[config.mk]
export PLATFORM = sky130hd
export DESIGN_NAME = timer_event_counter_set
export DESIGN_NICKNAME = d
export VERILOG_FILES = /design/src/rtl/timer_set_pkg.sv /design/src/rtl/timer_event_counter_set.sv
export SDC_FILE = /design/constraint.sdc
export NUM_CORES = 1
export LEC_CHECK = 0
export BUFFER_PORTS_ARGS = -buffer_cell sky130_fd_sc_hd__buf_2
export CORE_UTILIZATION = 54
export DETAILED_ROUTE_END_ITERATION = 10
export PLACE_DENSITY = 0.75
export SYNTH_ARGS = -nofsm -noshare
export SYNTH_HDL_FRONTEND = slang
export SYNTH_SLANG_ARGS = --single-unit
[constraint.sdc]
create_clock -name mclk -period 5.3 [get_ports mclk]
set_input_delay 1.59 -clock mclk [delete_from_list [all_inputs] [get_ports mclk]]
set_output_delay 1.59 -clock mclk [all_outputs]
set_load 0.01 [all_outputs]
[src/rtl/timer_set_pkg.sv]
package timer_set_pkg;

  // register byte addresses on the bus
  localparam logic [5:0] ADDR_PRESCALER_CONTROL = 6'h00;
  localparam logic [5:0] ADDR_COUNTER0_CONTROL = 6'h04;
  localparam logic [5:0] ADDR_COUNTER0_VALUE = 6'h08;
  localparam logic [5:0] ADDR_COUNTER1_CONTROL = 6'h0C;
  localparam logic [5:0] ADDR_COUNTER1_VALUE = 6'h10;
  localparam logic [5:0] ADDR_COUNTER2_CONTROL = 6'h14;
  localparam logic [5:0] ADDR_COUNTER2_VALUE = 6'h18;
  localparam logic [5:0] ADDR_COUNTER3_CONTROL_A = 6'h1C;
  localparam logic [5:0] ADDR_COUNTER3_CONTROL_B = 6'h20;
  localparam logic [5:0] ADDR_COUNTER3_VALUE = 6'h24;

  // prescaler control fields
  localparam int PRESCALE_GATE_BIT = 2;
  localparam int PRESCALE_SOURCE_LSB = 0;
  localparam logic [2:0] PRESCALER_CONTROL_RESET = 3'h0;
  localparam logic [1:0] SOURCE_SYS = 2'h0;
  localparam logic [1:0] SOURCE_SYS_DIV4 = 2'h1;
  localparam logic [1:0] SOURCE_SYS_DIV2 = 2'h2;
  localparam logic [1:0] SOURCE_SUB = 2'h3;

  // counter control fields
  localparam int MODE_LSB = 6;
  localparam int EXT_SOURCE_BIT = 5;
  localparam int RUN_BIT = 4;
  localparam int EDGE_SELECT_BIT = 3;
  localparam int RATE_LSB = 0;
  localparam int RETRIGGER_OPTION_BIT = 0;
  localparam logic [7:0] COUNTER_CONTROL_RESET = 8'h08;
  localparam logic [7:0] COUNTER2_CONTROL_RESET = 8'h00;
  localparam logic [7:0] COUNTER2_CONTROL_MASK = 8'hD7;
  localparam logic [7:0] COUNTER3_CONTROL_B_RESET = 8'h00;
  localparam logic [7:0] COUNTER3_CONTROL_B_MASK = 8'hC1;
  localparam logic [7:0] COUNTER_VALUE_RESET = 8'h00;
  localparam logic [7:0] PRELOAD_RESET = 8'h00;
  localparam logic [7:0] COUNT_FULL = 8'hFF;

  // operating mode codes
  localparam logic [1:0] MODE_NONE = 2'h0;
  localparam logic [1:0] MODE_EVENT = 2'h1;
  localparam logic [1:0] MODE_TIMER = 2'h2;
  localparam logic [1:0] MODE_PULSE_WIDTH = 2'h3;

  // bus answers
  localparam logic [1:0] RESP_OKAY = 2'h0;
  localparam logic [1:0] RESP_SLVERR = 2'h2;

endpackage : timer_set_pkg
[src/rtl/timer_event_counter_set.sv]
// Overview of operation
// - four independent 8-bit counters that only count upward.
// - counters 0 and 1 offer timer, event counting and pulse width modes.
// - counter 2 offers timer and a non-retriggering pulse generator mode.
// - counter 3 offers timer, event, pulse width and retriggering pulse generator modes.
// - counters 0, 1, 3 take internal or external clock; counter 2 internal only.
// - source field picks sys, sys/4, sys/2 or sub clock for the prescaler.
// - prescaler gate bit stops the prescaler clock when low.
// - each counter divides the prescaler clock by its own rate field.
// - external source bit picks the per-counter pin or comparator signal; counter 3 picks debounced or pulse comparator.
// - comparator pulse cannot gate pulse width and ignores edge select in event mode.
// - value increments on each internal tick or active external transition.
// - at FFH the counter overflows, requests an interrupt and reloads preload.
// - preload write while stopped also loads the counter at once.
// - preload write while running waits for the next overflow.
// - reading a value register returns the live count, not the preload.
// - counter 2 drives a trigger block signal to the pulse generator.
// - counter 3 drives retrigger and takes pulse generator output and disable.
// - rate codes 000 to 111 divide by 1, 2, 4 up to 128.
// - mode codes: 00 none, 01 event, 10 timer, 11 pulse width.
// - run bit high lets the counter run, low stops it.
// - edge select: event rising/falling; pulse width low-gated or high-gated.
//
// The register addresses and the AXI4-Lite interface to the registers are this design's own decisions.
`timescale 1ns/10ps
`default_nettype none

module timer_event_counter_set
  import timer_set_pkg::*;
#(
  parameter int COUNTERS = 4,
  parameter int DIVIDER_WIDTH = 7
)
(
  input wire logic mclk,
  input wire logic reset,
  input wire logic [5:0] awaddr,
  input wire logic awvalid,
  output logic awready,
  input wire logic [31:0] wdata,
  input wire logic [3:0] wstrb,
  input wire logic wvalid,
  output logic wready,
  output logic [1:0] bresp,
  output logic bvalid,
  input wire logic bready,
  input wire logic [5:0] araddr,
  input wire logic arvalid,
  output logic arready,
  output logic [31:0] rdata,
  output logic [1:0] rresp,
  output logic rvalid,
  input wire logic rready,
  input wire logic subClock,
  input wire logic eventPinA,
  input wire logic eventPinB,
  input wire logic comparatorDebouncedOut,
  input wire logic comparatorPulseOut,
  input wire logic pulseGenOutput,
  input wire logic pulseGenDisable,
  output logic [3:0] overflowRequest,
  output logic triggerBlock,
  output logic pulseGenRetrigger
);

  if (COUNTERS != 4 || DIVIDER_WIDTH != 7)
  begin : g_check
    $error("timer_event_counter_set serves four counters and a 7-bit divider only");
  end

  typedef logic [DIVIDER_WIDTH-1:0] divider_t;

  typedef struct packed {
    logic [2:0] prescalerControl;
    logic [3:0][7:0] control;
    logic [7:0] control3b;
    logic [3:0][7:0] preload;
    logic [3:0][7:0] count;
    logic [3:0][DIVIDER_WIDTH-1:0] divider;
    logic [1:0] sysDivider;
    logic [1:0] subSync;
    logic subPrev;
    logic [1:0] pinASync;
    logic [1:0] pinBSync;
    logic [1:0] debSync;
    logic pinAPrev;
    logic pinBPrev;
    logic debPrev;
    logic pulsePrev;
    logic awHeld;
    logic [5:0] awAddrHeld;
    logic wHeld;
    logic [7:0] wDataHeld;
    logic wLaneHeld;
    logic awready;
    logic wready;
    logic bvalid;
    logic [1:0] bresp;
    logic arready;
    logic rvalid;
    logic [1:0] rresp;
    logic [7:0] rdata;
    logic [3:0] overflowRequest;
    logic triggerBlock;
    logic pulseGenRetrigger;
  } state_s;

  state_s st;
  state_s next_st;

  // register index 0..9 from a byte address, 15 when unmapped
  function automatic logic [3:0] regIndex(input logic [5:0] addr);
    logic [3:0] idx;
    idx = 4'hF;
    unique case (addr)
      ADDR_PRESCALER_CONTROL: idx = 4'h0;
      ADDR_COUNTER0_CONTROL: idx = 4'h1;
      ADDR_COUNTER0_VALUE: idx = 4'h2;
      ADDR_COUNTER1_CONTROL: idx = 4'h3;
      ADDR_COUNTER1_VALUE: idx = 4'h4;
      ADDR_COUNTER2_CONTROL: idx = 4'h5;
      ADDR_COUNTER2_VALUE: idx = 4'h6;
      ADDR_COUNTER3_CONTROL_A: idx = 4'h7;
      ADDR_COUNTER3_CONTROL_B: idx = 4'h8;
      ADDR_COUNTER3_VALUE: idx = 4'h9;
      default: idx = 4'hF;
    endcase
    return idx;
  endfunction : regIndex

  // tick when the low rate bits of the divider are all ones
  function automatic logic rateTick(input divider_t div, input logic [2:0] rate);
    divider_t mask;
    mask = '0;
    for (int i = 0; i < DIVIDER_WIDTH; i++)
    begin
      mask[i] = (3'(i) < rate);
    end
    return (div & mask) == mask;
  endfunction : rateTick

  // whole next state of the block
  always_comb
  begin
    logic prescaleTick;
    logic [3:0] idx;
    logic doWrite;
    logic [1:0] mode;
    logic run;
    logic edgeSel;
    logic extSel;
    logic usesPulse;
    logic cur;
    logic prev;
    logic rise;
    logic fall;
    logic internalTick;
    logic countPulse;
    logic ppgMode;
    logic [3:0] ctlIdx;
    logic [3:0] valIdx;
    prescaleTick = 1'b0;
    idx = 4'hF;
    doWrite = 1'b0;
    mode = MODE_NONE;
    run = 1'b0;
    edgeSel = 1'b0;
    extSel = 1'b0;
    usesPulse = 1'b0;
    cur = 1'b0;
    prev = 1'b0;
    rise = 1'b0;
    fall = 1'b0;
    internalTick = 1'b0;
    countPulse = 1'b0;
    ppgMode = 1'b0;
    ctlIdx = 4'hF;
    valIdx = 4'hF;
    next_st = st;

    // two-stage synchronisers and edge history
    next_st.subSync = {st.subSync[0], subClock};
    next_st.pinASync = {st.pinASync[0], eventPinA};
    next_st.pinBSync = {st.pinBSync[0], eventPinB};
    next_st.debSync = {st.debSync[0], comparatorDebouncedOut};
    next_st.subPrev = st.subSync[1];
    next_st.pinAPrev = st.pinASync[1];
    next_st.pinBPrev = st.pinBSync[1];
    next_st.debPrev = st.debSync[1];
    next_st.pulsePrev = comparatorPulseOut;
    next_st.sysDivider = st.sysDivider + 2'h1;

    unique case (st.prescalerControl[PRESCALE_SOURCE_LSB +: 2])
      SOURCE_SYS: prescaleTick = 1'b1;
      SOURCE_SYS_DIV4: prescaleTick = (st.sysDivider == 2'h3);
      SOURCE_SYS_DIV2: prescaleTick = st.sysDivider[0];
      SOURCE_SUB: prescaleTick = st.subSync[1] & ~st.subPrev;
    endcase
    prescaleTick = prescaleTick & st.prescalerControl[PRESCALE_GATE_BIT];

    next_st.overflowRequest = 4'h0;
    next_st.pulseGenRetrigger = 1'b0;

    // per-counter clocking and counting
    for (int n = 0; n < 4; n++)
    begin
      mode = st.control[n][MODE_LSB +: 2];
      run = st.control[n][RUN_BIT];
      edgeSel = st.control[n][EDGE_SELECT_BIT];
      extSel = st.control[n][EXT_SOURCE_BIT];
      usesPulse = (n == 1 || n == 3) && extSel;
      cur = (n == 0) ? (extSel ? st.debSync[1] : st.pinASync[1]) :
        (n == 1) ? (extSel ? comparatorPulseOut : st.pinBSync[1]) :
        (n == 3) ? (extSel ? comparatorPulseOut : st.debSync[1]) : 1'b0;
      prev = (n == 0) ? (extSel ? st.debPrev : st.pinAPrev) :
        (n == 1) ? (extSel ? st.pulsePrev : st.pinBPrev) :
        (n == 3) ? (extSel ? st.pulsePrev : st.debPrev) : 1'b0;
      rise = cur & ~prev;
      fall = ~cur & prev;
      // per-counter divider, divide by two to the rate
      internalTick = run & prescaleTick &
        rateTick(st.divider[n], st.control[n][RATE_LSB +: 3]);
      // divider restarts whenever the counter is stopped
      next_st.divider[n] = !run ? '0 :
        (prescaleTick ? st.divider[n] + divider_t'(1) : st.divider[n]);
      // counter 2 pulse generator mode uses the event code
      // counter 3 pulse generator mode is code none with retrigger option
      ppgMode = (n == 2 && mode == MODE_EVENT) ||
        (n == 3 && mode == MODE_NONE && st.control3b[RETRIGGER_OPTION_BIT]);
      countPulse = 1'b0;
      // mode decode, counter 2 has no external source
      if (ppgMode)
      begin
        // counter 3 counts while the generator output is live
        countPulse = internalTick & ((n != 3) | (pulseGenOutput & ~pulseGenDisable));
      end
      else
      begin
        unique case (mode)
          MODE_TIMER: countPulse = internalTick;
          // pulse source ignores edge select; edge choice
          MODE_EVENT: countPulse = (n != 2) & run & (usesPulse ? rise : (edgeSel ? fall : rise));
          // pulse source cannot gate; level gate by edge select
          MODE_PULSE_WIDTH: countPulse = (n != 2) & !usesPulse & internalTick &
            (edgeSel ? cur : ~cur);
          MODE_NONE: countPulse = 1'b0;
        endcase
      end
      if (countPulse && run)
      begin
        if (st.count[n] == COUNT_FULL)
        begin
          next_st.count[n] = st.preload[n];
          next_st.overflowRequest[n] = 1'b1;
          if (n == 3 && ppgMode)
          begin
            next_st.pulseGenRetrigger = 1'b1;
          end
        end
        else
        begin
          next_st.count[n] = st.count[n] + 8'h01;
        end
      end
    end

    // block further triggers while counter 2 runs its generator mode
    next_st.triggerBlock = st.control[2][RUN_BIT] &&
      (st.control[2][MODE_LSB +: 2] == MODE_EVENT);

    // bus write channel capture
    if (awvalid && st.awready)
    begin
      next_st.awHeld = 1'b1;
      next_st.awAddrHeld = awaddr;
    end
    if (wvalid && st.wready)
    begin
      next_st.wHeld = 1'b1;
      next_st.wDataHeld = wdata[7:0];
      next_st.wLaneHeld = wstrb[0];
    end
    if (bvalid && bready)
    begin
      next_st.bvalid = 1'b0;
    end

    // register write once address and data are both held
    doWrite = st.awHeld && st.wHeld && !st.bvalid;
    if (doWrite)
    begin
      idx = regIndex(st.awAddrHeld);
      next_st.awHeld = 1'b0;
      next_st.wHeld = 1'b0;
      next_st.bvalid = 1'b1;
      next_st.bresp = (idx == 4'hF) ? RESP_SLVERR : RESP_OKAY;
      if (st.wLaneHeld)
      begin
        unique case (idx)
          4'h0: next_st.prescalerControl = st.wDataHeld[2:0];
          4'h1, 4'h3, 4'h7:
          begin
            ctlIdx = (idx == 4'h1) ? 4'h0 : ((idx == 4'h3) ? 4'h1 : 4'h3);
            next_st.control[ctlIdx[1:0]] = st.wDataHeld;
          end
          4'h5: next_st.control[2] = st.wDataHeld & COUNTER2_CONTROL_MASK;
          4'h8: next_st.control3b = st.wDataHeld & COUNTER3_CONTROL_B_MASK;
          4'h2, 4'h4, 4'h6, 4'h9:
          begin
            valIdx = (idx == 4'h9) ? 4'h3 : ((idx >> 1) - 4'h1);
            next_st.preload[valIdx[1:0]] = st.wDataHeld;
            // stopped counter loads at once; running waits overflow
            if (!st.control[valIdx[1:0]][RUN_BIT])
            begin
              next_st.count[valIdx[1:0]] = st.wDataHeld;
            end
          end
          default: ;
        endcase
      end
    end
    next_st.awready = !next_st.awHeld && !next_st.bvalid;
    next_st.wready = !next_st.wHeld && !next_st.bvalid;

    // bus read channel
    if (rvalid && rready)
    begin
      next_st.rvalid = 1'b0;
      next_st.arready = 1'b1;
    end
    if (arvalid && st.arready)
    begin
      idx = regIndex(araddr);
      next_st.arready = 1'b0;
      next_st.rvalid = 1'b1;
      next_st.rresp = (idx == 4'hF) ? RESP_SLVERR : RESP_OKAY;
      // value registers read the live count
      unique case (idx)
        4'h0: next_st.rdata = {5'h00, st.prescalerControl};
        4'h1: next_st.rdata = st.control[0];
        4'h2: next_st.rdata = st.count[0];
        4'h3: next_st.rdata = st.control[1];
        4'h4: next_st.rdata = st.count[1];
        4'h5: next_st.rdata = st.control[2];
        4'h6: next_st.rdata = st.count[2];
        4'h7: next_st.rdata = st.control[3];
        4'h8: next_st.rdata = st.control3b;
        4'h9: next_st.rdata = st.count[3];
        default: next_st.rdata = 8'h00;
      endcase
    end

    // synchronous reset to defined state
    if (reset)
    begin
      next_st = '0;
      next_st.prescalerControl = PRESCALER_CONTROL_RESET;
      next_st.control[0] = COUNTER_CONTROL_RESET;
      next_st.control[1] = COUNTER_CONTROL_RESET;
      next_st.control[2] = COUNTER2_CONTROL_RESET;
      next_st.control[3] = COUNTER_CONTROL_RESET;
      next_st.control3b = COUNTER3_CONTROL_B_RESET;
      next_st.preload = {4{PRELOAD_RESET}};
      next_st.count = {4{COUNTER_VALUE_RESET}};
      next_st.awready = 1'b1;
      next_st.wready = 1'b1;
      next_st.arready = 1'b1;
    end
  end

  // state register
  always_ff @(posedge mclk)
  begin
    st <= next_st;
  end

  // outputs straight from flip-flops
  assign awready = st.awready;
  assign wready = st.wready;
  assign bvalid = st.bvalid;
  assign bresp = st.bresp;
  assign arready = st.arready;
  assign rvalid = st.rvalid;
  assign rresp = st.rresp;
  assign rdata = {24'h000000, st.rdata};
  assign overflowRequest = st.overflowRequest;
  assign triggerBlock = st.triggerBlock;
  assign pulseGenRetrigger = st.pulseGenRetrigger;

endmodule : timer_event_counter_set

`default_nettype wire

### Word-level counts from Yosys, hierarchy flattened

Cells that the tools add are included.
Widths: inputs -> output; s select.

| storage, ports and cells | value |
|---|---|
| register bits | 185 |
| input port bits | 62 |
| output and inout bits | 47 |
| logic and storage cells | 315 |

| operators by class | value |
|---|---|
| add/sub/neg operators | 10 |
| order comparisons | 32 |
| equality and inequality tests | 62 |
| multiplexer cells | 66 |
| bitwise logic cells | 47 |
| reductions and logical operators | 51 |

Operators with widths:

| operator | number |
|---|---|
| $mux 32 | 4 |
| $bwmux 32 | 3 |
| $mux 8 | 10 |
| $pmux 4 s10 | 2 |
| $pmux 8 s10 | 1 |
| $eq 6x5->1 const B | 8 |
| $lt 3x3->1 const A | 12 |
| $add 8x1->8 const B | 4 |
| $demux 8 s2 | 2 |
| $eq 4x3->1 const B | 8 |
| $eq 8x8->1 const B | 4 |
| $add 7x1->7 const B | 4 |
| $and 7x7->7 | 4 |
| $eq 7x7->1 | 4 |
| $and 1x1->1 | 26 |
| $eq 4x4->1 const B | 6 |
| $eq 6x4->1 const B | 4 |
| $eq 6x6->1 const B | 4 |
| $lt 1x3->1 const A | 8 |
| $lt 2x3->1 const A | 8 |
| $mux 1 | 24 |
| $eq 2x2->1 const B | 11 |
| $reduce_or 2->1 | 9 |
| $logic_and 1x1->1 | 17 |
| 28 further kinds | 81 |

### Logic depth before layout (Yosys ltp)

Gate-level depths: netlist of the first run.

| logic depth | value |
|---|---|
| depth after elaboration | 17 |
| mapped depth | 10 |
| mapped depth without buffers | 8 |

### Worst setup path after synthesis of the first run

Ideal clock, no wire load.

| path | value |
|---|---|
| path kind | input -> register |
| start point | in araddr[4] |
| end point | reg st (netlist bit rdata[5]) |
| setup time | 0.128 ns |
| arrival time | 3.102 ns |
| path slack | 2.070 ns |
| stages | 10 |
| path buffers | 3 |
| cell sequence | clkbuf_1 > nor2b_1 > clkbuf_1 > and3_1 > clkbuf_1 > a22o_1 > a221oi_1 > a31oi_1 > a21oi_1 > nor2_1 |

| on the way | value |
|---|---|
| cells in the longest elaborated chain, start to end | 5 |

Ends and longest elaborated chain:

| item | RTL line | RTL |
|---|---|---|
| from (decl) | timer_event_counter_set.sv:47 | `input wire logic [5:0] araddr,` |
| $eq 6x6->1 (tied with other cells) | timer_event_counter_set.sv:115 | `unique case (addr)` |
| $pmux 4 s10 (*) | timer_event_counter_set.sv:115 |  |
| $mux 4 (*) | timer_event_counter_set.sv:331 | `if (arvalid && st.arready)` |
| $eq 4x4->1 (tied with other cells) | timer_event_counter_set.sv:338 | `unique case (idx)` |
| $pmux 8 s10 (*) | timer_event_counter_set.sv:338 |  |
| to (signal assigned) | timer_event_counter_set.sv:374 | `st <= next_st;` |
| to (decl) | timer_event_counter_set.sv:108 | `state_s st;` |

Mark *: on every way between the ends. The rest lies on a longest branch, timed or not. The select of a mux whose other input is x is not followed.
A chain may end at the register's enable or synchronous reset.

### Worst setup path in the final report of the first run

| path | value |
|---|---|
| start point | in araddr[5] |
| end point | reg st (netlist bit rdata[5]) |

The elaborated chain is that of the path after synthesis.

==> results of run 1 <==
==> report_power, final <==
part / total, mW / internal, mW / switching (mW)
Combinational: 0.118 / 0.0422 / 0.0755
Sequential: 1.44 / 1.40 / 0.0426
Clock: 1.24 / 0.682 / 0.555
Total: 2.79 / 2.12 / 0.673
==> cells in the final DEF (no fill, tap or decap), drive strengths merged, types with 19 or more instances in the layout <==
cell	instances
nor2	117
a21oi	89
nand3	26
clkbuf	21
mux2i	49
nand2	168
buf	58
xor2	23
a31oi	19
dfxtp	183
nor2b	24
o21ai	60
nor3	21
and3	29
nand4	21
nand2b	21
conb	26
==> final timing paths <==
path,start,end,slack (ns),depth (start not counted)
worst max-delay path,araddr[5],rdata[5],2.18,8
worst min-delay path,st[44],st[45],0.43,1
worst max register to register,bvalid,st[158],2.32,6
worst min register to register,st[44],st[45],0.43,1
==> cells in the mapped netlist, types with 10 or more instances <==
| cell | count |
|---|---|
| nor2b_1 | 24 |
| nor2_1 | 116 |
| clkbuf_1 | 51 |
| and3_1 | 28 |
| buf_4 | 41 |
| dfxtp_1 | 183 |
| nand2_1 | 168 |
| nand3_1 | 26 |
| xor2_1 | 23 |
| nor3_1 | 20 |
| o21ai_0 | 59 |
| a31oi_1 | 19 |
| inv_1 | 14 |
| a21oi_1 | 89 |
| and4_1 | 10 |
| nand4_1 | 21 |
| ha_1 | 10 |
| mux2i_1 | 49 |
| nand2b_1 | 21 |
==> metal layers <==
layer  part of all wire  vias up
met3              0.079       37
met1               0.45     3715
met2               0.44      318
met4              0.026        0
li1                   -     3896
met5                  0        -
==> worst max-delay path: stages <==
cell and delay, ns:
buf_2 0.31, nor2b_1 0.25, and3_1 0.34, a22o_1 0.26, a221oi_1 0.32, a31oi_1 0.16
a21oi_1 0.13, nor2_1 0.05
==> area by class of cell <==
type,count,area [um^2],share of cell area
Clock buffer,21,460.4,0.04713
Clock inverter,11,116.4,0.01191
Inverter,14,52.55,0.005379
Multi-Input combinational cell,847,4888,0.5004
Sequential cell,183,3664,0.3750
Tap cell,220,275.3,0.02818
Timing Repair Buffer,58,312.8,0.03202
==> cell families (layout without fill, tap and decap cells) <==
group                    after synthesis  in the layout  synth area share
XOR/XNOR                              27             27           0.02608
other                                  1             26         0.0004136
AO/OA/AOI/OAI                        246            246            0.1681
buffers and inverters                117            104           0.06831
flip-flops                           183            183            0.4041
AND/OR/NAND/NOR                      484            484            0.2589
multiplexers                          54             54           0.06031
adder cells (fa/ha/maj)               10             10           0.01380
==> sequential cells by signal, indices dropped and copies added (netlist names) <==
signal / cells
overflowRequest: 4
rdata: 8
st: 162
wready: 1
bresp: 1
triggerBlock: 1
arready: 1
pulseGenRetrigger: 1
bvalid: 1
rvalid: 1
rresp: 1
awready: 1
==> out/metrics.csv, run 1 <==
stage,metric,value,unit
synthesis,ranking of synthesized cells by area,"dfxtp_1, nand2_1, mux2i_1",
cells_and_area,Layout fillers,1499,
detailed_routing,vias per cell,5.883,
global_routing,largest net degree at the start of global routing,80,
cells_and_area,post-layout util,0.5933,
clocking,CTS tree,built,
floorplanning,starting density of the core,0.5506,
global_routing,first-pass GRT wire length,36.75,mm
synthesis,post-synth top area share,0.4041,
synthesis,Yosys top cell by area,dfxtp_1,
clocking,CTS max path bufs,2,
sta,setup TNS,0,ns
detailed_routing,initial drt markers,863,
synthesis,Most used DFF post-synth,dfxtp_1,
power_and_ir_drop,power after layout,2.792,mW
place,RePlAce Congestion,0.9458,
detailed_routing,WL per Instance,16.74,um
sta,Clock Skew,0.008688,ns
place,I/O Buffers,55,
detailed_routing,DR vias,7966,
synthesis,#FFs+latches synth,183,
global_routing,GR Util met1,0.3570,
sta,endpoints failing setup,0,
cells_and_area,area grow syn2layout,7.756,%
sta,Max Freq,0.3200,GHz
outcome,status,"finished, final reports clean",
synthesis,syn avg cell area,8.080,um^2
worst_setup_path,WP data arrival,3.42,ns
worst_hold_path,Hold WC Path Type,reg -> reg,
detailed_routing,DRC,0,
power_and_ir_drop,power per cell area,285.8,nW/um^2
sta,Rel. slew slack,0.3767,
sta,final worst setup slack,2.175,ns
job,max cap viols,0,
worst_setup_path,CP required,5.59,ns
power_and_ir_drop,VDD IR max,0.2349,mV
cells_and_area,nets,1193,
detailed_routing,DRT antenna net count,0,
worst_setup_path,CP endpoint kind,flip-flop,
sta,RSZ-0062 raised after global routing,no,
worst_setup_path,kind of critical path,in -> reg,
floorplanning,core area,16470,um^2
clocking,CTS resizes,0,
clocking,clk sinks,183,
global_routing,Most Crowded Layer GR,met2,
floorplanning,# rows,47,
power_and_ir_drop,Pleak,3.565,nW
place,Placed Area,9193,um^2
global_routing,initial antenna violation count,0,
clocking,clock-pin slew on the worst setup and hold paths,0.07,ns
synthesis,asr flop ratio synth,0,
synthesis,Yosys cell types,75,
clocking,later-pin clock latency in the skew report,0.43,ns
cells_and_area,n_diodes,0,
global_routing,All-Layer GR Usage,0.2666,
synthesis,sequential area share after synthesis,0.4041,
cells_and_area,fraction of layout cells with a size suffix above 1,0.09259,
detailed_routing,TritonRoute pass-1 iters,5,
sta,Tcrit/Tclk final,0.5896,
sta,worst slew pin tran,0.9286,ns
cells_and_area,post-route cell area,9769,um^2
global_routing,met3 usage,0.06752,
cells_and_area,Layout Cells excl Fill,1354,
global_routing,vias in the first global route,7182,
floorplanning,Die H,131.6,um
global_routing,grt ovf,0,
clocking,CTS root buf,clkbuf_16,
detailed_routing,Post-Route WL,22.67,mm
clocking,H-tree depth,4,
sta,Hold WS,0.4313,ns
synthesis,Post-synth EDFFs,0,
clocking,# Post-CTS Setup Buffers,0,
place,dpl cells,1322,
place,placed wire-length estimate,15.61,mm
clocking,cts hold-fix bufs,0,
synthesis,synthesized cell area,9066,um^2
floorplanning,die width,131.6,um
sta,"Hold Violations, Final",0,
place,Setup WS pre-CTS,1.816,ns
global_routing,met2 Usage GRT,0.4068,
synthesis,Synth warnings,0,
floorplanning,die area,17310,um^2
worst_setup_path,critical path startpoint category,input pin,
synthesis,Syn Inst Count,1122,
sta,max-slew violation count,0,
clocking,total CTS buffers,17,
worst_setup_path,CP Max Fanout,13,
floorplanning,I/O pin total,109,
sta,Period minus WS final,3.125,ns
Power figures use the tool's default switching activity.
==> run 2: changes to the inputs <==
==> constraint.sdc (replaced) <==
create_clock -name mclk -period 3.15 [get_ports mclk]
set_input_delay 0.945 -clock mclk [delete_from_list [all_inputs] [get_ports mclk]]
set_output_delay 0.945 -clock mclk [all_outputs]
set_load 0.01 [all_outputs]
==> run 2 against run 1 <==
  * Wire length up 2.2%
  * Via count grew 1.2%
  * Register-to-register slack got worse by 1.7 ns
  * Critical path depth down 1
  * Sequential share of layout area shrank 0.60 points
  * Setup slack worse by 1.6 ns
  * Utilization is 0.97 points higher
  * Cell area rose by 1.6%
  * Cell count grew 1.1%
==> out/metrics.csv, run 2 (synthesized netlist as in run 1, its figures left out) <==
stage,metric,value,unit,change
clocking,clk sinks,183,,unchanged
worst_hold_path,Hold WC Path Type,reg -> reg,,
clocking,clock-pin slew on the worst setup and hold paths,0.06,ns,about the same
cells_and_area,fraction of layout cells with a size suffix above 1,0.1054,,+0.01281
detailed_routing,Post-Route WL,23.17,mm,+2.2%
power_and_ir_drop,power per cell area,487.1,nW/um^2,+70%
place,dpl cells,1338,,+1.2%
global_routing,initial antenna violation count,0,,unchanged
power_and_ir_drop,Pleak,3.674,nW,+3.0%
clocking,CTS max path bufs,2,,unchanged
sta,worst slew pin tran,0.8871,ns,-0.04154 ns
sta,Period minus WS final,2.566,ns,
cells_and_area,area grow syn2layout,9.509,%,
place,RePlAce Congestion,0.9388,,-0.74%
sta,"Hold Violations, Final",0,,unchanged
power_and_ir_drop,VDD IR max,0.4217,mV,+80%
global_routing,grt ovf,0,,unchanged
sta,Rel. slew slack,0.4078,,+0.03104
job,max cap viols,0,,unchanged
detailed_routing,vias per cell,5.888,,about the same
detailed_routing,DRC,0,,unchanged
worst_setup_path,CP required,3.49,ns,-2.10 ns
floorplanning,starting density of the core,0.5506,,unchanged
sta,setup TNS,0,ns,unchanged
cells_and_area,most frequent cells in the layout,"dfxtp_1, nand2_1, nor2_1",,
global_routing,Most Crowded Layer GR,met2,,
global_routing,met3 usage,0.05864,,-0.008873
sta,Max Freq,0.3896,GHz,
clocking,cts hold-fix bufs,0,,unchanged
worst_setup_path,kind of critical path,reg -> reg,,
clocking,CTS resizes,0,,unchanged
cells_and_area,Largest Register,st,,
clocking,H-tree depth,4,,unchanged
global_routing,met2 Usage GRT,0.4065,,about the same
worst_setup_path,CP endpoint kind,flip-flop,,
worst_setup_path,critical path startpoint category,flip-flop,,
clocking,# Post-CTS Setup Buffers,0,,unchanged
floorplanning,core area,16470,um^2,unchanged
worst_setup_path,CP Max Fanout,9,,-4
clocking,total CTS buffers,17,,unchanged
place,I/O Buffers,55,,unchanged
global_routing,vias in the first global route,7047,,-1.9%
place,Setup WS pre-CTS,0.3432,ns,-1.473 ns
cells_and_area,max FFs per register,162,,unchanged
sta,final worst setup slack,0.5836,ns,-1.592 ns
floorplanning,die width,131.6,um,unchanged
place,placed wire-length estimate,16.03,mm,+2.6%
clocking,later-pin clock latency in the skew report,0.44,ns,about the same
cells_and_area,"commonest non-fill, non-tap cell in the layout",dfxtp_1,,
detailed_routing,WL per Instance,16.92,um,+1.1%
detailed_routing,DRT antenna net count,0,,unchanged
sta,RSZ-0062 raised after global routing,no,,
global_routing,All-Layer GR Usage,0.2723,,+0.005718
sta,Tcrit/Tclk final,0.8147,,
floorplanning,die area,17310,um^2,unchanged
sta,max-slew violation count,0,,unchanged
global_routing,GR Util met1,0.3757,,+0.01870
floorplanning,# rows,47,,unchanged
detailed_routing,TritonRoute pass-1 iters,6,,+1
global_routing,largest net degree at the start of global routing,52,,-35%
detailed_routing,initial drt markers,773,,-10%
worst_setup_path,WP data arrival,2.91,ns,-0.51 ns
clocking,CTS tree,built,,
outcome,status,"finished, final reports clean",,
cells_and_area,Layout Cells excl Fill,1369,,+1.1%
sta,Clock Skew,0.01143,ns,+0.002740 ns
clocking,CTS root buf,clkbuf_16,,
floorplanning,Die H,131.6,um,unchanged
sta,endpoints failing setup,0,,unchanged
detailed_routing,DR vias,8061,,+1.2%
global_routing,first-pass GRT wire length,37.08,mm,+0.90%
cells_and_area,nets,1209,,+1.3%
floorplanning,I/O pin total,109,,unchanged
run 2: power by group:
| part | switching, mW | internal [mW] | leakage (nW) |
|---|---|---|---|
| Clock | 0.904 | 1.31 | 0.299 |
| Combinational | 0.129 | 0.0743 | 1.89 |
| Sequential | 0.0728 | 2.35 | 1.48 |
| Total | 1.11 | 3.73 | 3.67 |
run 2: stage by stage:
| step | hold WS, ns | power [mW] | utilization | cell area, um^2 |
|---|---|---|---|---|
| after global routing | 0.4639 | 4.986 | 0.6028 | 9926 |
| final | 0.4408 | 4.836 | 0.6030 | 9928 |
| after floorplan | 0.4138 | 2.612 | - | 9160 |
| after CTS | 0.4452 | 4.867 | 0.6028 | 9926 |
| after global placement | 0.4262 | 2.668 | 0.5656 | 9313 |
| after detailed placement | 0.4299 | 2.671 | 0.5656 | 9313 |
run 2: worst max-delay path, cell delays in order (launching register included):
cell	delay, ns
dfxtp_1	0.47
nor3b_1	0.13
a311oi_4	0.38
buf_4	0.22
a31oi_1	0.20
nor2_1	0.55
a41oi_1	0.21
o32ai_1	0.30
run 2: worst paths after layout:
path	from	end	slack, ns	cells after the start
max	st[188]	st[114]	0.58	7
min	st[51]	st[52]	0.44	1
max reg2reg	st[188]	st[114]	0.58	7
min reg2reg	st[51]	st[52]	0.44	1
run 2: area by class of cell:
type	instances	area, um^2
diodes	1	2.502
clock buffers	20	466.7
clock inverters	10	146.4
fillers	1483	6538
inverters	14	52.55
multi-input cells	847	4888
flip-flops and latches	183	3664
well taps	220	275.3
repair buffers	74	432.9
run 2: per-layer routing:
| metal | vias to the layer above | routed length (um) |
|---|---|---|
| met5 | - | 0 |
| met4 | 0 | 665 |
| met3 | 58 | 1799 |
| met2 | 347 | 10300 |
| met1 | 3746 | 10410 |
| li1 | 3910 | - |
==> run 3: changes to the inputs <==
--- a/config.mk
+++ b/config.mk
@@ -6,9 +6,9 @@
 export NUM_CORES = 1
 export LEC_CHECK = 0
 export BUFFER_PORTS_ARGS = -buffer_cell sky130_fd_sc_hd__buf_2
-export CORE_UTILIZATION = 54
+export CORE_UTILIZATION = 53
 export DETAILED_ROUTE_END_ITERATION = 10
-export PLACE_DENSITY = 0.75
+export PLACE_DENSITY = 0.77
 export SYNTH_ARGS = -nofsm -noshare
 export SYNTH_HDL_FRONTEND = slang
 export SYNTH_SLANG_ARGS = --single-unit
==> constraint.sdc (replaced) <==
create_clock -name mclk -period 2.3 [get_ports mclk]
set_input_delay 0.69 -clock mclk [delete_from_list [all_inputs] [get_ports mclk]]
set_output_delay 0.69 -clock mclk [all_outputs]
set_load 0.01 [all_outputs]
==> run 3 against run 2 <==
  * Clock power rose by 23%
  * Cell count is 3.3% higher
  * Utilization is 1.5 points higher
  * Cell area increased by 3.5%
  * Wire length increased by 4.8%
  * Power is 31% higher
  * Global-route usage is 0.37 points higher
  * Non-clock buffer count grew 47
  * Worst hold slack lost 0.0036 ns
  * Sequential cell count did not move
  * Clock skew increased by 0.00073 ns
  * Fmax grew 16%
  * Critical path type unchanged
  * Critical endpoint is now st[109]
  * Largest cell class unchanged
  * Largest power group unchanged
==> out/metrics.csv, run 3 (synthesized netlist as in run 1, its figures left out) <==
stage,metric,value,unit,change
clocking,H-tree depth,4,,unchanged
floorplanning,I/O pin total,109,,unchanged
worst_setup_path,CP peak stage delay,0.35,ns,-0.20 ns
worst_setup_path,Critical path buffers and inverters,2,,+1
detailed_routing,DRT antenna net count,0,,unchanged
worst_setup_path,kind of critical path,reg -> reg,,
global_routing,first-pass GRT wire length,38.72,mm,+4.4%
place,dpl cells,1385,,+3.5%
global_routing,vias in the first global route,7419,,+5.3%
clocking,clock-pin slew on the worst setup and hold paths,0.07,ns,about the same
worst_setup_path,"Slowest-stage cell, CP",nor3b_1,,
clocking,CTS root buf,clkbuf_16,,
cells_and_area,most frequent cells in the layout,"dfxtp_1, nand2_1, nor2_1",,
worst_setup_path,critical path startpoint category,flip-flop,,
power_and_ir_drop,power per cell area,617.4,nW/um^2,+27%
worst_setup_path,CP endpoint kind,flip-flop,,
detailed_routing,WL per Instance,17.17,um,+1.5%
place,placed wire-length estimate,17.26,mm,+7.7%
detailed_routing,DR vias,8407,,+4.3%
floorplanning,die area,17630,um^2,+1.9%
clocking,CTS max path bufs,2,,unchanged
cells_and_area,max FFs per register,162,,unchanged
cells_and_area,fraction of layout cells with a size suffix above 1,0.1449,,+0.03949
sta,"Hold Violations, Final",0,,unchanged
floorplanning,die width,132.8,um,+0.92%
global_routing,largest net degree at the start of global routing,40,,-23%
sta,Tcrit/Tclk final,0.9655,,+0.1508
worst_setup_path,CP Max Fanout,5,,-4
cells_and_area,n_diodes,0,,-1
clocking,later-pin clock latency in the skew report,0.44,ns,about the same
power_and_ir_drop,Pleak,3.891,nW,+5.9%
cells_and_area,Largest Register,st,,
detailed_routing,Post-Route WL,24.28,mm,+4.8%
cells_and_area,post-layout util,0.6177,,+0.01473
global_routing,Most Crowded Layer GR,met2,,
place,RePlAce Congestion,1.009,,+7.4%
sta,Period minus WS final,2.221,ns,-0.3457 ns
worst_setup_path,WP data arrival,2.57,ns,-0.34 ns
global_routing,All-Layer GR Usage,0.2760,,+0.003709
worst_setup_path,cell mode on critical path,buf_4,,
sta,Clock Skew,0.01216,ns,+0.0007301 ns
sta,Max Freq,0.4503,GHz,+16%
worst_hold_path,Hold WC Path Type,reg -> reg,,
place,I/O Buffers,55,,unchanged
clocking,clk sinks,183,,unchanged
outcome,status,"finished, final reports clean",,
power_and_ir_drop,power after layout,6.347,mW,+31%
global_routing,met2 Usage GRT,0.4316,,+0.02512
floorplanning,# rows,47,,unchanged
cells_and_area,"commonest non-fill, non-tap cell in the layout",dfxtp_1,,
sta,RSZ-0062 raised after global routing,yes,,
detailed_routing,TritonRoute pass-1 iters,8,,+2
power_and_ir_drop,VDD IR max,0.5156,mV,+22%
cells_and_area,Layout fillers,1429,,-3.6%
sta,Rel. slew slack,0.4709,,+0.06314
worst_setup_path,CP required,2.65,ns,-0.84 ns
floorplanning,core area,16640,um^2,+1.1%
detailed_routing,vias per cell,5.946,,+0.97%
sta,worst slew pin tran,0.7925,ns,-0.09457 ns
floorplanning,Die H,132.8,um,+0.92%
cells_and_area,area grow syn2layout,13.39,%,
clocking,cts hold-fix bufs,0,,unchanged
worst_setup_path,critical-path cell list,"ha_1, nor3b_1, a311oi_4, buf_4, a31oi_1, nor2_2, buf_4, and4_1, nor4_1",,
detailed_routing,initial drt markers,1054,,+36%
sta,max-slew violation count,0,,unchanged
global_routing,initial antenna violation count,0,,unchanged
cells_and_area,Layout Cells excl Fill,1414,,+3.3%
sta,endpoints failing setup,0,,unchanged
cells_and_area,nets,1256,,+3.9%
global_routing,GR Util met1,0.3770,,+0.001379
clocking,total CTS buffers,17,,unchanged
job,max cap viols,0,,unchanged
global_routing,met3 usage,0.05364,,-0.005002
worst_setup_path,Crit path max-delay family,simple AND/OR/NAND/NOR gates,,
sta,setup TNS,0,ns,unchanged
detailed_routing,DRC,0,,unchanged
global_routing,grt ovf,0,,unchanged
clocking,CTS tree,built,,
floorplanning,starting density of the core,0.5448,,-0.005837
-- run 3: cell count changes in the layout (fill, tap and decap cells not counted), sizes merged --
cell	delta
buf	+47
clkinvlp	+1
bufinv	-2
diode	-1
clkbuf	+1
inv	-1
-- run 3: cell type report --
type | count | area [um^2] | area share
clock inverter | 8 | 77.57 | 0.007546
clock buffer | 21 | 460.4 | 0.04479
multi-input combinational | 847 | 4935 | 0.4800
tap | 220 | 275.3 | 0.02678
sequential | 183 | 3665 | 0.3565
timing repair buffer | 121 | 814.5 | 0.07924
inverter | 14 | 52.55 | 0.005112
-- run 3: final timing paths --
| check | cells after the start | slack [ns] | to | startpoint |
|---|---|---|---|---|
| setup / recovery | 9 | 0.08 | st[109] | st[53] |
| hold / removal | 1 | 0.44 | st[49] | st[48] |
| setup reg to reg | 9 | 0.08 | st[109] | st[53] |
| hold reg to reg | 1 | 0.44 | st[49] | st[48] |
-- run 3: where the power goes --
group	internal [mW]	switching, mW
registers	3.22	0.0839
logic	0.125	0.200
clock network	1.53	1.20
total	4.87	1.48
-- run 3: repair_timing --
action / 4_1_cts / 5_1_grt
gates resized for setup: 0 / 15
setup buffers: 0 / 0
endpoints found under the setup margin: 0 / 15
-- run 3: stage by stage --
stage	hold WS, ns	setup slack (ns)	instance area [um^2]
2_1_floorplan	0.4138	0.03517	9163
3_5_place_dp	0.4269	-0.05280	9691
6_report	0.4372	0.07925	10280
5_1_grt	0.4596	-0.008292	10280
3_3_place_gp	0.4175	-0.04411	9691
4_1_cts	0.4417	0.002845	10230
-- run 3: layer usage --
metal  vias up  share of wire
met5         -              0
met4         0          0.028
met3        58          0.085
met2       410           0.45
met1      3917           0.43
li1       4022              -
